### src/logic/elapsed_counter_pkg.sv
// constants shared by the elapsed time capture counter
package elapsed_counter_pkg;
  // ==========================================================
  // widths
  localparam int COUNT_W = 40;            // free-running count width
  localparam int BYTE_W  = 8;             // one captured byte
  localparam int BYTE_N  = 5;             // captured value spans five bytes
  localparam int PIN_N   = 3;             // general-purpose pins watched
  localparam int FUNC_W  = 8;             // pin function field width
  localparam int PRE_W   = 5;             // prescaler width (holds 0..19)
  // ==========================================================
  // divider ratios of the counter clock
  localparam logic [PRE_W-1:0] DIV_OSC3 = 5'h08;   // third loop oscillator / 8
  localparam logic [PRE_W-1:0] DIV_OSC2 = 5'h14;   // second loop oscillator / 20
  // ==========================================================
  // field encodings and reset values
  localparam logic              SRC_OSC3      = 1'h0;   // source select value for loop three
  localparam logic              TRIG_PIN      = 1'h1;   // trigger select value for pin trigger
  localparam logic [FUNC_W-1:0] FUNC_CAP_TRIG = 8'h27;  // pin function: capture trigger
  localparam logic [COUNT_W-1:0] COUNT_RST    = 40'h00_0000_0000;
  localparam logic [COUNT_W-1:0] COUNT_MAX    = 40'hFF_FFFF_FFFF;
  localparam logic [PRE_W-1:0]   PRE_RST      = 5'h00;
  // ==========================================================
  // capture arm state, one-hot
  typedef enum logic [1:0] {
    ST_ARMED  = 2'h1,
    ST_LOCKED = 2'h2
  } arm_state_t;
endpackage : elapsed_counter_pkg

### src/logic/elapsed_time_capture_counter.sv
// elapsed time counter with five-byte capture register and re-arm on read
// Functional notes
// - capture on pin edge or chip-select fall
// - pin polarity invert picks the active edge
// - accepted event latches count into 40-bit capture
// - capture shown as one 40-bit output of five bytes
// - reading least significant byte re-arms capture
// - counter clock is osc3 /8 or osc2 /20
// - source select 0 picks osc3, 1 osc2
// - trigger select 1 pin, 0 chip select
// - counts and captures only while enabled
// - armed chip-select fall latches the count
// - msb read blocks chip-select captures until lsb
// - capture and re-arm within one multibyte read
// - counts up, wraps from maximum to zero
// - disabled counter held at zero
// - function 0x27 pin locks after capture until lsb
`timescale 1ns/100ps
`default_nettype none
module elapsed_time_capture_counter
  import elapsed_counter_pkg::*;
(
  // clock and reset
  input  wire logic                                     I_CLK,
  input  wire logic                                     I_SYS_RST,
  // oscillator cycle pulses, one per oscillator period seen at I_CLK
  input  wire logic                                     I_OSC3_TICK,
  input  wire logic                                     I_OSC2_TICK,
  // configuration
  input  wire logic                                     I_COUNTER_CLOCK_SOURCE_SELECT,
  input  wire logic                                     I_COUNTER_RUN_ENABLE,
  input  wire logic                                     I_CAPTURE_TRIGGER_SELECT,
  input  wire logic [elapsed_counter_pkg::PIN_N-1:0]    I_PIN_POLARITY_INVERT,
  input  wire logic [elapsed_counter_pkg::PIN_N*elapsed_counter_pkg::FUNC_W-1:0] I_PIN_FUNCTION_SELECT,
  // trigger sources
  input  wire logic [elapsed_counter_pkg::PIN_N-1:0]    I_PIN_LEVEL,
  input  wire logic                                     I_SERIAL_CHIP_SELECT_N,
  // serial engine read reports, one-cycle pulses
  input  wire logic                                     I_READ_MSB_STROBE,
  input  wire logic                                     I_READ_LSB_STROBE,
  // results
  output logic [elapsed_counter_pkg::COUNT_W-1:0]       O_ELAPSED_COUNTER,
  output logic [elapsed_counter_pkg::BYTE_N*elapsed_counter_pkg::BYTE_W-1:0] O_CAPTURED_COUNT,
  output logic                                          O_CAPTURE_ARMED
);
  import elapsed_counter_pkg::*;

  // ==========================================================
  // trigger synchronisers
  logic [PIN_N-1:0] pin_s1_r, pin_s2_r, pin_s3_r;
  logic [PIN_N-1:0] pin_s1_nxt, pin_s2_nxt, pin_s3_nxt;
  logic [PIN_N-1:0] pin_edge;
  logic             cs_s1_r, cs_s2_r, cs_s3_r;
  logic             cs_fall;
  logic             pin_fire;

  // first stage feeds only the second; edges look at stages two and three
  always_comb begin
    pin_s1_nxt = I_PIN_LEVEL;
    pin_s2_nxt = pin_s1_r;
    pin_s3_nxt = pin_s2_r;
  end

  always_ff @(posedge I_CLK or posedge I_SYS_RST) begin
    if (I_SYS_RST) begin
      pin_s1_r <= '0;
      pin_s2_r <= '0;
      pin_s3_r <= '0;
      cs_s1_r  <= 1'h1;
      cs_s2_r  <= 1'h1;
      cs_s3_r  <= 1'h1;
    end else begin
      pin_s1_r <= pin_s1_nxt;
      pin_s2_r <= pin_s2_nxt;
      pin_s3_r <= pin_s3_nxt;
      cs_s1_r  <= I_SERIAL_CHIP_SELECT_N;
      cs_s2_r  <= cs_s1_r;
      cs_s3_r  <= cs_s2_r;
    end
  end

  // per pin: polarity picks the edge, only trigger-function pins count
  generate
    for (genvar p = 0; p < PIN_N; p++) begin : g_pin
      assign pin_edge[p] = (I_PIN_FUNCTION_SELECT[p*FUNC_W +: FUNC_W] == FUNC_CAP_TRIG)
                         & (pin_s2_r[p] ^ I_PIN_POLARITY_INVERT[p])
                         & ~(pin_s3_r[p] ^ I_PIN_POLARITY_INVERT[p]);
    end
  endgenerate

  assign pin_fire = |pin_edge;
  assign cs_fall  = cs_s3_r & ~cs_s2_r;

  // ==========================================================
  // prescaler and free-running counter
  logic [PRE_W-1:0]   pre_r, pre_nxt;
  logic [COUNT_W-1:0] count_r, count_nxt;
  logic               osc_tick;
  logic [PRE_W-1:0]   div_last;
  logic               count_step;

  assign osc_tick   = (I_COUNTER_CLOCK_SOURCE_SELECT == SRC_OSC3) ? I_OSC3_TICK : I_OSC2_TICK;
  assign div_last   = (I_COUNTER_CLOCK_SOURCE_SELECT == SRC_OSC3) ? (DIV_OSC3 - 5'h01)
                                                                  : (DIV_OSC2 - 5'h01);
  // prescaler runs past a smaller ratio after a source switch; >= recovers at once
  assign count_step = osc_tick && (pre_r >= div_last);

  always_comb begin
    pre_nxt   = pre_r;
    count_nxt = count_r;
    if (!I_COUNTER_RUN_ENABLE) begin
      pre_nxt   = PRE_RST;
      count_nxt = COUNT_RST;
    end else if (osc_tick) begin
      if (count_step) begin
        pre_nxt   = PRE_RST;
        count_nxt = count_r + 40'h00_0000_0001;
      end else begin
        pre_nxt = pre_r + 5'h01;
      end
    end
  end

  always_ff @(posedge I_CLK or posedge I_SYS_RST) begin
    if (I_SYS_RST) begin
      pre_r   <= PRE_RST;
      count_r <= COUNT_RST;
    end else begin
      pre_r   <= pre_nxt;
      count_r <= count_nxt;
    end
  end

  // ==========================================================
  // capture register and arm state
  arm_state_t         arm_r, arm_nxt;
  logic [COUNT_W-1:0] cap_r, cap_nxt;
  logic               take_pin, take_cs, take;

  // a locked capture ignores every trigger until the low byte is read
  assign take_pin = I_COUNTER_RUN_ENABLE && (I_CAPTURE_TRIGGER_SELECT == TRIG_PIN)
                    && pin_fire && (arm_r == ST_ARMED);
  assign take_cs  = I_COUNTER_RUN_ENABLE && (I_CAPTURE_TRIGGER_SELECT != TRIG_PIN)
                    && cs_fall && (arm_r == ST_ARMED);
  assign take     = take_pin || take_cs;

  always_comb begin
    cap_nxt = cap_r;
    arm_nxt = arm_r;
    if (take) begin
      cap_nxt = count_r;
    end
    case (arm_r)
      ST_ARMED: begin
        // pin capture locks itself; chip-select mode locks once msb read
        if (take_pin) begin
          arm_nxt = ST_LOCKED;
        end else if ((I_CAPTURE_TRIGGER_SELECT != TRIG_PIN) && I_READ_MSB_STROBE) begin
          arm_nxt = ST_LOCKED;
        end
      end
      ST_LOCKED: begin
        // the same path lets one multibyte read capture, lock and re-arm
        if (I_READ_LSB_STROBE) begin
          arm_nxt = ST_ARMED;
        end
      end
      default: arm_nxt = ST_ARMED;
    endcase
  end

  always_ff @(posedge I_CLK or posedge I_SYS_RST) begin
    if (I_SYS_RST) begin
      arm_r <= ST_ARMED;
      cap_r <= COUNT_RST;
    end else begin
      arm_r <= arm_nxt;
      cap_r <= cap_nxt;
    end
  end

  // outputs come straight from flops
  assign O_ELAPSED_COUNTER = count_r;
  assign O_CAPTURED_COUNT  = cap_r;
  // bit 0 of the one-hot arm code is the armed flop itself, no decode after it
  assign O_CAPTURE_ARMED   = arm_r[0];

  // ==========================================================
  // checks
  held_zero_a : assert property (@(posedge I_CLK) disable iff (I_SYS_RST)
    !I_COUNTER_RUN_ENABLE |=> (count_r == COUNT_RST) && (pre_r == PRE_RST))
    else $error("counter not held at zero while disabled");
  count_step_a : assert property (@(posedge I_CLK) disable iff (I_SYS_RST)
    I_COUNTER_RUN_ENABLE && count_step |=> count_r == $past(count_r) + 40'h00_0000_0001)
    else $error("counter did not advance on prescaler wrap");
  count_hold_a : assert property (@(posedge I_CLK) disable iff (I_SYS_RST)
    I_COUNTER_RUN_ENABLE && !count_step |=> $stable(count_r))
    else $error("counter moved without prescaler wrap");
  capture_take_a : assert property (@(posedge I_CLK) disable iff (I_SYS_RST)
    take |=> cap_r == $past(count_r))
    else $error("capture did not take the counter value");
  capture_hold_a : assert property (@(posedge I_CLK) disable iff (I_SYS_RST)
    !O_CAPTURE_ARMED |=> $stable(cap_r))
    else $error("capture changed while locked");
  pin_lock_a : assert property (@(posedge I_CLK) disable iff (I_SYS_RST)
    take_pin |=> !O_CAPTURE_ARMED [*1] ##0 (cap_r == $past(count_r)))
    else $error("pin capture did not lock");
  lsb_rearm_a : assert property (@(posedge I_CLK) disable iff (I_SYS_RST)
    !O_CAPTURE_ARMED && I_READ_LSB_STROBE |=> O_CAPTURE_ARMED)
    else $error("low byte read did not re-arm");
  cs_capture_a : assert property (@(posedge I_CLK) disable iff (I_SYS_RST)
    cs_s3_r && !cs_s2_r && O_CAPTURE_ARMED && I_COUNTER_RUN_ENABLE
    && !I_CAPTURE_TRIGGER_SELECT |=> cap_r == $past(count_r))
    else $error("armed chip-select fall did not capture");
  no_run_cap_a : assert property (@(posedge I_CLK) disable iff (I_SYS_RST)
    !I_COUNTER_RUN_ENABLE |=> $stable(cap_r))
    else $error("capture while counter disabled");

endmodule : elapsed_time_capture_counter
`default_nettype wire

### config.mk
export PLATFORM = sky130hd
export DESIGN_NAME = elapsed_time_capture_counter
export DESIGN_NICKNAME = d
export VERILOG_FILES = /design/src/logic/elapsed_counter_pkg.sv /design/src/logic/elapsed_time_capture_counter.sv
export SDC_FILE = /design/constraint.sdc
export NUM_CORES = 1
export LEC_CHECK = 0
export ABC_AREA = 1
export BUFFER_PORTS_ARGS = -buffer_cell sky130_fd_sc_hd__buf_2
export CORE_MARGIN = 8
export CORE_UTILIZATION = 55
export DETAILED_ROUTE_END_ITERATION = 16
export PLACE_DENSITY = 0.81
export SYNTH_ARGS = -nofsm -noshare
export SYNTH_HDL_FRONTEND = slang
export SYNTH_SLANG_ARGS = --single-unit
### constraint.sdc
create_clock -name I_CLK -period 8.4 [get_ports I_CLK]
set_clock_uncertainty 0.1 [all_clocks]
set_input_delay 0 -clock I_CLK [delete_from_list [all_inputs] [get_ports I_CLK]]
set_output_delay 0 -clock I_CLK [all_outputs]
set_load 0.02 [all_outputs]
==> results.md <==
* Status: completed
* Synthesized area at between 0.005 and 0.006 mm2
* Post-cts resize count at 0
* DR pass1 iterations at 5
* Synth Area in Compound Gates at 0.0441
* Gr ovfl total at 0
* Largest net degree at the start of global routing at 61
* Final Max Slew Viols at 0
* Clock Latency Late Sink at 360 ps
* VDD IR-drop max at 0.0969 mV
* Yosys warns at 0
* Slowest-stage cell, CP: dfrtp_1
* Cell taking the most area after synthesis: dfrtp_1
* Fin. Hold Viols at 0
* CP Class: reg -> reg
* WP data required at between 8000 and 9000 ps
* CP dominant cell by count: nand2_1
* Setup crit end kind: flop
* CP Cell Sequence: ha_1 > nand2_1 > nand2_1 > nor2_2 > nand3_1 > nand2_2 > nand2_2 > inv_2 > nand2_1 > o21ai_0
* Layout cells sized above 1 at 0.206
* Via count at ~5000
* Die area at between 0.01 and 0.015 mm2
* Worst-Margin Slew at ~850 ps
* Top cell type's share of synthesized area at 0.456
* Fin crit period at 2600 ps
* Commonest non-fill, non-tap cell in the layout: nand2_1
* Port buffer count at 120
* Drt drc at 0
* Headroom to the max-slew limit at 0.436
* Post-synthesis xor/xnor area fraction at 0.0151
* CTS tree: done
* Final period utilization at 0.309
* Core ar. at around 0.0092 mm2
* Vias in the first global route at roughly 4900
* Initial antenna violation count at 0
* Largest delay contributor family on the critical path: simple AND/OR/NAND/NOR gates
* Synth unique cells at 28
* Design Area, Final at roughly 0.0062 mm2
* Sequential fraction of the synthesis area at 0.476
* Final core occ at 0.674
* Die width at between 100 and 150 um
* Routed Antenna Nets at 0
* IO Count at between 100 and 150
* Fraction of synthesized area in multiplexers at 0
* Setup TNS at 0 ps
* Total track usage at 0.235
* CTS buffer count at 9
* Final setup violation count at 0
* Vias/cell at roughly 5.4
* H-tree depth at 3
* Min-delay worst type: in -> reg
* Nature of the critical path startpoint: flop
* ANT cells at 0
* Leakage power figure at roughly 3.2 nW
* Dpl cell area at slightly below 0.006 mm2
* Post-CTS Setup Repair Bufs at 0
* Arr. time, crit path at approximately 2800 ps
* Syn avg cell area at between 7 and 8 um2
* Hpwl dp at about 11 mm
* Routability cong. at between 0.9 and 1
* RSZ-0062 raised after global routing: false
* Number of synthesized register bits at 99
* Crit Path Max Fanout at 30
* Rows at 35
* Clock buffer depth at 2
* WL/cell at ~16 um
* Power, Total at between 0.9 and 1 mW
* Reg clk slew, reported paths at ~100 ps
* Largest family of logic cells by synthesized area: simple AND/OR/NAND/NOR gates
* Max-Cap Viols at 0
* Sink Count at ~100
* Post-Synth Adder-Cell Area at 0.00959
* Initial Util at 0.565
* WP buf/inv at 1
* Area growth from synthesis to layout at 19.4%
* Fmax at just under 0.4 GHz
* Worst slack, placed at just under 6000 ps
* Starting DRT DRC Count at just over 400
* Synthesized instance count at 700
* Crit-path max cell delay at 430 ps
* Synth top area cells: dfrtp_1 (46%), nand2_1 (17%), nand3_1 (7.2%), nor2_1 (5.3%), nand4_1 (4.8%)
* Simple-gate portion of the synthesized area at 0.389
* Clock Tree Root: clkbuf_8
* Routed WL at 15.0 mm
* Height of the die at ~110 um
* NumNets Final at roughly 870
* First-pass GRT wire length at roughly 24 mm
* Commonest cells after routing, fill and taps aside: nand2_1 (243), buf_2 (120), dfrtp_1 (95), nand3_1 (75), nor2_1 (74)
* FF-to-FF setup slack at 5800 ps
* Setup ws final at a little under 6000 ps
* P per Cell Area at around 150 mW/mm2
* Syn_nets at 744
cell type report:
cell class | count | area (um2)
clock buffers | 11 | 151
clock inverters | 5 | 82.6
fillers | 779 | 3010
inverters | 60 | 228
multi-input cells | 518 | 2390
flip-flops and latches | 99 | 2480
well taps | 129 | 161
repair buffers | 134 | 731
synth_stat cells:
library cell and instances:
nand2_2 6, o31ai_1 4, o21bai_1 1, dfrtp_1 95
buf_6 3, ha_1 4, clkbuf_1 11, o21ai_2 2
o21ai_0 25, buf_2 8, buf_1 1, inv_2 5
nor3_1 7, nor3b_1 2, nand2_1 243, nor2_2 7
o21ai_1 9, xor2_1 7, nor2_1 74, nand3_2 1
nand3_1 75, nor2_4 4, nand4_1 40, dfstp_2 4
a21oi_1 1, nand3b_1 4, xnor2_1 2, inv_1 55
cells by family (layout without fill, tap and decap cells):
group	Yosys count	in the layout
simple gates	463	463
flops	99	99
buf+inv	83	210
compound gates	42	42
xor+xnor	9	9
fa+ha+maj	4	4
metal layers:
layer  track usage  vias to the layer above  wire [um]
met2         0.386                      178       7040
met4        0.0808                        0        281
met1         0.306                     2413       6610
li1              -                     2508          -
met3        0.0428                       23       1090
met5             0                        -          0
through the flow:
stage / hold WS, ps / instances
finish: 39.2 / 956
global route: 107 / 956
CTS: 30.3 / 956
detailed placement: -36.2 / 930
global placement: -44.6 / 930
floorplan: -95.5 / 700
final timing paths:
path | from | endpoint | cells past startpoint
worst min-delay path | I_COUNTER_CLOCK_SOURCE_SELECT | pre_r[2] | 5
worst min register to register | pin_s1_r[0] | pin_s2_r[0] | 0
worst max register to register | pre_r[4] | pre_r[4] | 10
worst max-delay path | pre_r[4] | pre_r[4] | 10
max in group asynchronous | I_SYS_RST | O_ELAPSED_COUNTER[32] | 4
min in group asynchronous | I_SYS_RST | O_CAPTURED_COUNT[12] | 3
power breakdown:
group	switching, mW	internal, mW	leakage (nW)
combinational	0.0498	0.0267	1.74
sequential	0.00636	0.488	1.35
clock	0.163	0.186	0.120
total	0.219	0.701	3.20
sequential cells by signal (all words and copies together), names as in the netlist:
name,flops
O_CAPTURED_COUNT,40
O_ELAPSED_COUNTER,40
pre_r,5
pin_s1_r,3
pin_s2_r,3
pin_s3_r,3
arm_r,2
cs_s1_r,1
cs_s2_r,1
cs_s3_r,1
timing repair:
action	CTS	global route
hold buffers	10	0
endpoints found under the setup margin	0	0
hold endpoints to repair	46	0
tightest hold or removal path: stages:
cell and delay [ps]:
buf_2 120, nand2_1 60, nand2_1 110, nand2_1 100, o21ai_0 70
Note: power is estimated with default switching activity, not from simulation.
